## src/hdl/cell_protection_defines.svh

```systemverilog
/*
 * Timing constants for the cell protection state controller.
 * Assumes a 10 MHz system clock; counts are derived from the printed times.
 */
`ifndef CELL_PROTECTION_DEFINES_SVH
`define CELL_PROTECTION_DEFINES_SVH

`define CLK_HZ                 10000000
`define OVERCHARGE_DELAY_MS    100
`define OVERDISCHARGE_DELAY_MS 60
`define OVERCURRENT_DELAY_MS   4
`define LOAD_SHORT_DELAY_US    50
`define OVERCHARGE_DELAY_CYC    (`OVERCHARGE_DELAY_MS * (`CLK_HZ / 1000))
`define OVERDISCHARGE_DELAY_CYC (`OVERDISCHARGE_DELAY_MS * (`CLK_HZ / 1000))
`define OVERCURRENT_DELAY_CYC   (`OVERCURRENT_DELAY_MS * (`CLK_HZ / 1000))
`define LOAD_SHORT_DELAY_CYC    (`LOAD_SHORT_DELAY_US * (`CLK_HZ / 1000000))

`endif

```

## src/hdl/cell_protection_pkg.sv

```systemverilog
/*
 * Types shared by the cell protection controller, its checker, cell model and bench.
 * Assumes the comparator flags arrive from the analog front end.
 */
package cell_protection_pkg;

    typedef enum logic [2:0]
    {
        st_normal        = 3'b000,
        st_overcharge    = 3'b001,
        st_overcurrent   = 3'b100,
        st_overdischarge = 3'b010,
        st_powerdown     = 3'b110
    } prot_state_t;

    typedef struct packed
    {
        logic cell_above_overcharge;
        logic cell_below_overcharge_release;
        logic cell_below_overdischarge_trip;
        logic cell_above_overdischarge_release;
        logic sense_load_connect;
        logic sense_overcurrent;
        logic sense_load_short;
        logic sense_above_powerdown;
        logic sense_charger_present;
        logic sense_below_charger_level;
        logic load_removed;
        logic overtemp;
    } sense_flags_t;

    typedef struct packed
    {
        logic charge_enable;
        logic discharge_enable;
        logic powerdown;
        logic sense_to_ground_pulldown;
    } switch_ctrl_t;

endpackage

```

## src/hdl/fault_delay_timer.sv

```systemverilog
/*
 * Qualifies one fault flag: reports it only after it has held for DELAY cycles.
 * Assumes the flag is already synchronised to clk.
 */
`timescale 1ns/1ps
module fault_delay_timer
#(
    parameter int DELAY = 4
)
(
    input  wire logic clk,
    input  wire logic rst,
    input  wire logic enable,
    input  wire logic flag,
    output logic      expired
);
    localparam int W = $clog2(DELAY + 1);

    logic [W-1:0] count;
    logic [W-1:0] next_count;
    logic         next_expired;

    // A flag that drops, even for one cycle, starts the wait again.
    always_comb
    begin
        next_count   = count;
        next_expired = 1'b0;
        if (!enable || !flag)
        begin
            next_count = '0; // RL20
        end
        else if (count >= W'(DELAY - 1))
        begin
            next_expired = 1'b1;
        end
        else
        begin
            next_count = count + W'(1);
        end
    end

    always_ff @(posedge clk or posedge rst)
    begin
        if (rst)
        begin
            count   <= '0;
            expired <= 1'b0;
        end
        else
        begin
            count   <= next_count;
            expired <= next_expired;
        end
    end
endmodule

```

## src/hdl/cell_protection_state_controller.sv

```systemverilog
/*
 * Protection state controller for a single lithium cell: times comparator
 * flags and drives the charge, discharge, power-down and pull-down enables.
 * Assumes comparator flags come from the analog domain and a 10 MHz clock.
 */
// Overview of operation
// RL1 - With no fault active, both charge and discharge switches stay enabled.
// RL2 - Overcharge flag held for overcharge delay disables charge, enters overcharge.
// RL3 - In overcharge, cell below release level re-enables charge, returns normal.
// RL4 - In overcharge, load connect with cell not above trip returns to normal.
// RL5 - Load appearing with cell above overcharge trip keeps overcharge state.
// RL6 - Sense node on overcurrent side during load connect keeps overcharge state.
// RL7 - Load short is acted on in every state and any cell voltage; the code times it in every state but overcurrent.
// RL8 - Over-discharge flag held for its delay disables discharge, enters over-discharge.
// RL9 - In over-discharge, sense node above 1.5V enters power-down, asserts power-down.
// RL10 - Charger giving 1.3V sense difference leaves power-down, discharge still off.
// RL11 - After power-down release, cell at trip level or above returns normal.
// RL12 - Charger present, sense not below charger level, cell released: discharge on.
// RL13 - Overcurrent flag held for its delay disables discharge, enters overcurrent.
// RL14 - In overcurrent, the sense-to-ground pull-down enable is asserted.
// RL15 - Overcurrent ends only when load removed and impedance above recovery level.
// RL16 - Overcharge delay is nominally 100 ms.
// RL17 - Over-discharge delay is nominally 60 ms.
// RL18 - Overcurrent delay is nominally 4 ms.
// RL19 - Load short delay is nominally 50 us.
// RL20 - Each delay timer restarts when its flag clears before expiry.
// RL21 - Over-temperature disables both switches until the flag clears.
`timescale 1ns/1ps
`include "cell_protection_defines.svh"
module cell_protection_state_controller
#(
    parameter int OVERCHARGE_DELAY    = `OVERCHARGE_DELAY_CYC,
    parameter int OVERDISCHARGE_DELAY = `OVERDISCHARGE_DELAY_CYC,
    parameter int OVERCURRENT_DELAY   = `OVERCURRENT_DELAY_CYC,
    parameter int LOAD_SHORT_DELAY    = `LOAD_SHORT_DELAY_CYC
)
(
    input  wire logic                              clk,
    input  wire logic                              rst,
    input  wire cell_protection_pkg::sense_flags_t flags_async,
    output cell_protection_pkg::switch_ctrl_t      ctrl,
    output cell_protection_pkg::prot_state_t       state
);
    import cell_protection_pkg::*;

    sense_flags_t flags_meta;
    sense_flags_t flags;
    prot_state_t  next_state;
    switch_ctrl_t next_ctrl;
    logic         overcharge_hit;
    logic         overdischarge_hit;
    logic         overcurrent_hit;
    logic         load_short_hit;

    // The slow fault timers are armed only in the normal state; elsewhere they
    // are held at zero so that a stale count cannot fire on the way back.
    function automatic logic timers_armed(input prot_state_t st);
        return (st == st_normal);
    endfunction

    // Comparator outputs are asynchronous to clk, so each passes two flops.
    always_ff @(posedge clk or posedge rst)
    begin
        if (rst)
        begin
            flags_meta <= '0;
            flags      <= '0;
        end
        else
        begin
            flags_meta <= flags_async;
            flags      <= flags_meta;
        end
    end

    fault_delay_timer #(.DELAY(OVERCHARGE_DELAY)) u_overcharge_timer // RL16
    (
        .clk     (clk),
        .rst     (rst),
        .enable  (timers_armed(state)),
        .flag    (flags.cell_above_overcharge),
        .expired (overcharge_hit)
    );

    fault_delay_timer #(.DELAY(OVERDISCHARGE_DELAY)) u_overdischarge_timer // RL17
    (
        .clk     (clk),
        .rst     (rst),
        .enable  (timers_armed(state)),
        .flag    (flags.cell_below_overdischarge_trip),
        .expired (overdischarge_hit)
    );

    fault_delay_timer #(.DELAY(OVERCURRENT_DELAY)) u_overcurrent_timer // RL18
    (
        .clk     (clk),
        .rst     (rst),
        .enable  (timers_armed(state)),
        .flag    (flags.sense_overcurrent),
        .expired (overcurrent_hit)
    );

    // The short timer runs in every state but overcurrent itself.
    fault_delay_timer #(.DELAY(LOAD_SHORT_DELAY)) u_load_short_timer // RL19
    (
        .clk     (clk),
        .rst     (rst),
        .enable  (state != st_overcurrent),
        .flag    (flags.sense_load_short),
        .expired (load_short_hit)
    );

    always_comb
    begin
        next_state = state;
        if (load_short_hit)
        begin
            next_state = st_overcurrent; // RL7
        end
        else
        begin
            unique case (state)
                st_normal:
                begin
                    if (overcurrent_hit)
                    begin
                        next_state = st_overcurrent; // RL13
                    end
                    else if (overdischarge_hit)
                    begin
                        next_state = st_overdischarge; // RL8
                    end
                    else if (overcharge_hit)
                    begin
                        next_state = st_overcharge; // RL2
                    end
                end
                st_overcharge:
                begin
                    if (flags.cell_below_overcharge_release)
                    begin
                        next_state = st_normal; // RL3
                    end
                    // Load connect releases only below trip and off the overcurrent side.
                    else if (flags.sense_load_connect && !flags.cell_above_overcharge // RL5
                             && !flags.sense_overcurrent) // RL6
                    begin
                        next_state = st_normal; // RL4
                    end
                end
                st_overdischarge:
                begin
                    // A charger that has lifted the cell past release wins over power-down.
                    if (flags.sense_charger_present && !flags.sense_below_charger_level
                        && flags.cell_above_overdischarge_release)
                    begin
                        next_state = st_normal; // RL12
                    end
                    else if (flags.sense_above_powerdown)
                    begin
                        next_state = st_powerdown; // RL9
                    end
                    else if (!flags.cell_below_overdischarge_trip
                             && !flags.sense_above_powerdown)
                    begin
                        next_state = st_normal; // RL11
                    end
                end
                st_powerdown:
                begin
                    if (flags.sense_charger_present)
                    begin
                        next_state = st_overdischarge; // RL10
                    end
                end
                st_overcurrent:
                begin
                    if (flags.load_removed)
                    begin
                        next_state = st_normal; // RL15
                    end
                end
                default:
                begin
                    next_state = st_normal;
                end
            endcase
        end
    end

    // Outputs follow the next state so that they change on the same edge.
    always_comb
    begin
        next_ctrl.charge_enable            = (next_state != st_overcharge); // RL1
        next_ctrl.discharge_enable         = (next_state == st_normal)
                                             || (next_state == st_overcharge); // RL1
        next_ctrl.powerdown                = (next_state == st_powerdown); // RL9
        next_ctrl.sense_to_ground_pulldown = (next_state == st_overcurrent); // RL14
        // Heat gates the switches only; the state is kept so recovery resumes in place.
        if (flags.overtemp)
        begin
            next_ctrl.charge_enable    = 1'b0; // RL21
            next_ctrl.discharge_enable = 1'b0; // RL21
        end
    end

    always_ff @(posedge clk or posedge rst)
    begin
        if (rst)
        begin
            state <= st_normal;
            ctrl  <= '{charge_enable: 1'b1, discharge_enable: 1'b1,
                       powerdown: 1'b0, sense_to_ground_pulldown: 1'b0};
        end
        else
        begin
            state <= next_state;
            ctrl  <= next_ctrl;
        end
    end
endmodule

```

## config.mk

```make
export PLATFORM = sky130hd
export DESIGN_NAME = cell_protection_state_controller
export DESIGN_NICKNAME = d
export VERILOG_FILES = /design/src/hdl/cell_protection_pkg.sv /design/src/hdl/fault_delay_timer.sv /design/src/hdl/cell_protection_state_controller.sv
export VERILOG_INCLUDE_DIRS = /design/src /design/src/hdl
export SDC_FILE = /design/constraint.sdc
export NUM_CORES = 1
export LEC_CHECK = 0
export BUFFER_PORTS_ARGS = -buffer_cell sky130_fd_sc_hd__buf_4
export CORE_MARGIN = 2
export CORE_UTILIZATION = 45
export CTS_CLUSTER_SIZE = 8
export DETAILED_ROUTE_END_ITERATION = 8
export PLACE_DENSITY = 0.71
export SLEW_MARGIN = 15
export SYNTH_ARGS = -nofsm -noshare
export SYNTH_HDL_FRONTEND = slang
export SYNTH_SLANG_ARGS = --single-unit
export TNS_END_PERCENT = 10
```

## constraint.sdc

```tcl
create_clock -name clk -period 8 [get_ports clk]
set_clock_uncertainty 0.2 [all_clocks]
set_input_delay 1.6 -clock clk [delete_from_list [all_inputs] [get_ports clk]]
set_output_delay 1.6 -clock clk [all_outputs]
set_load 0.03 [all_outputs]
```

==> impl_metrics.csv <==
group,metric,value,unit
sta,finalSetupViolCount,0,
global_routing,grt_pass1_wl,14600,µm
floorplanning,floorplan.rows,36,
route,dr_total_vias,3456,
synthesis,synth.avg_cell_area,9.99,µm²
run,maxCapViolCount,0,
pwr,peakVddDrop,0.000115,V
cells_and_area,nNetsFinal,495,
synthesis,synth_edf_count,0,
floorplanning,die_width,105,µm
min_path,min_path_type,"flop to flop",
route,firstDrtPassIters,4,
route,ant_nets,0,
pwr,p_clk_share,37.6,%
pwr,powerDensity,178,mW/mm²
sta,tns,0,ns
setup_path,critPathBufInv,1,
route,routed_wl,8320,µm
global_routing,overflow,0,
setup_path,arrival,1.11,ns
route,wl_per_cell,13.5,µm
clock_network,cts_made_buffers,9,
synthesis,syn_area,0.00456,mm²
setup_path,end_kind,"primary output",
floorplanning,io_pins,21,
setup_path,ff2ff_path_depth,4,
setup_path,crit_chain,"buf_4",
synthesis,async_flop_share,100,%
clock_network,clkSinkCount,100,
synthesis,yosysWarnings,0,
global_routing,track_usage,16.3,%
sta,slew_violations,0,
setup_path,critPathSlowestCell,"dfrtp_1",
route,vias_per_cell,5.62,
status,run_status,"finished, final reports clean",
floorplanning,die_y,105,µm
sta,rsz0062_at_grt,"no",
setup_path,worstSetupPathType,"flop to primary output",
global_routing,grt_max_degree,63,
setup_path,slowest_delay,0.52,ns
floorplanning,start_util,46.4,%
synthesis,synthCells,456,
clock_network,cts_root_buffer,"clkbuf_8",
placed_design,place_area,0.00484,mm²
clock_network,tritoncts,"built",
cells_and_area,area_growth,11.0,%
cells_and_area,drive_gt1_share,9.96,%
clock_network,clkLatencyLatePin,0.37,ns
pwr,p_seq_share,58.2,%
cells_and_area,final_area,0.00506,mm²
sta,maxSlewHeadroom,47.9,%
sta,hold_viol,0,
route,drt_iter0_markers,143,
sta,worst_slew_pin_slew,0.762,ns
setup_path,critical_path.top_delay_family,"flip-flops",
floorplanning,core,0.00982,mm²
sta,max_freq,344,MHz
floorplanning,die-area,0.0109,mm²
setup_path,start_kind,"flop",
clock_network,clockBufferDepth,2,
clock_network,hold_buffers,0,
cells_and_area,antennaDiodeCount,0,
clock_network,post_cts_resized,0,
global_routing,antenna_found_initial,0,
setup_path,cp.required,6.20,ns
clock_network,h-tree-depth,3,
synthesis,mappedNetlistNets,474,
placed_design,place_congestion,0.817,
setup_path,crit_fanout,9,
placed_design,portBuffers,20,
synthesis,ys_types,42,
synthesis,synth_ff_type,"dfrtp_1",
sta,fin_crit,2.91,ns
global_routing,grt_pass1_vias,3188,
clock_network,post_cts_buffers,0,
pwr,p_sw,0.000219,W
cells_and_area,final_cell_mix,"dfrtp_1, nor2_1, nand2_1, a21oi_1",
pwr,switching_share,24.3,%
pwr,combinationalPowerShare,4.2,%
placed_design,dp_hpwl,5660,µm
min_path,worstHoldPathCells,0,
sta,period_share,36.3,%
cells_and_area,layout_commonest_cell,"dfrtp_1",
synthesis,yosysSeqAreaShare,55.0,%
clock_network,path_clk_slew,0.09,ns
pwr,p_int,0.000682,W
synthesis,ys_ff_latch,100,
setup_path,cp.depth,1,
pwr,p_leak,2.10,nW
route,remaining_drc_errors,0,
[worst reg2reg max path, cell delays in order, from the launching register on]
cell	delay, ns
dfrtp_1	0.49
nor3_1	0.57
nand2_1	0.56
or4_1	0.64
o21ai_0	0.08
[path summary, 6_finish.rpt]
kind / from / end / slack (ns)
min in group asynchronous: rst / u_overdischarge_timer.count[14] / 1.03
setup reg to reg: state[2] / u_overdischarge_timer.count[5] / 5.39
hold / removal: flags_meta[2] / flags[2] / 0.16
max in group asynchronous: rst / u_overcharge_timer.count[0] / 5.45
setup / recovery: state[2] / state[2] / 5.09
hold reg to reg: flags_meta[2] / flags[2] / 0.16
[cells by family after synthesis]
kind of cell	synth area share (%)
AOI/OAI and AO/OA	11.3
buffers and inverters	1.95
xor gates and xnor gates	5.19
adders and majority gates	1.10
and+or+nand+nor	23.9
DFF	55.0
muxes	1.54
[routing by layer]
layer / vias to the layer above / global-route usage [%] / part of all wire (%)
met4: 0 / 5.52 / 1.4
met2: 75 / 24.9 / 47
li1: 1699 / - / -
met3: 10 / 4.49 / 4.0
met1: 1672 / 22.7 / 47
met5: - / 0 / 0
[cell usage after synthesis (all sizes together), types with 9 or more instances]
cell type	count	area, µm²
or3	12	75.1
a21oi	28	140
nand2	45	169
clkbuf	10	37.5
nor2	55	206
o31ai	9	67.6
dfrtp	98	2450
xnor2	18	158
or4	14	109
inv	11	41.3
nor4	11	68.8
nor3	10	50.1
nand4	16	100
o21ai	21	109
xor2	9	78.8
nand3	22	110
[registers in the layout, indices dropped and copies added, names as in the netlist]
register and flops:
flags 12, flags_meta 12, u_overdischarge_timer.expired 1, u_overcharge_timer.count 20
state 3, u_overcurrent_timer.count 16, u_overcharge_timer.expired 1, ctrl 4
u_overcurrent_timer.expired 1, u_load_short_timer.expired 1, u_overdischarge_timer.count 20, u_load_short_timer.count 9
[through the flow]
stage	worst slack (ns)	total power, W	cells	hold WS [ns]	util [%]
floorplan	3.58	0.000559	456	0.131	-
global placement	4.97	0.000572	599	0.137	49.3
detailed placement	4.95	0.000574	599	0.136	49.3
CTS	5.07	0.000916	615	0.158	51.5
global route	5.03	0.000944	615	0.167	51.5
finish	5.09	0.000901	615	0.156	51.5
[area by class of cell]
type                    count  area (µm²)
well taps                 133         166
fillers                   928        4760
inverters                  11        43.8
clock buffers               9         124
repair buffers             22         165
flip-flops and latches    100        2500
multi-input cells         333        1960
clock inverters             7        92.6
[power groups by stage]
stage          clock network (W)  registers [W]   logic, W
4_1_cts                 0.000352       0.000525  0.0000395
3_5_place_dp                   0       0.000535  0.0000394
6_report                0.000339       0.000525  0.0000380
2_1_floorplan                  0       0.000534  0.0000252
5_1_grt                 0.000373       0.000527  0.0000442
3_3_place_gp                   0       0.000534  0.0000381
No activity file was read; power rests on OpenSTA's default activity.
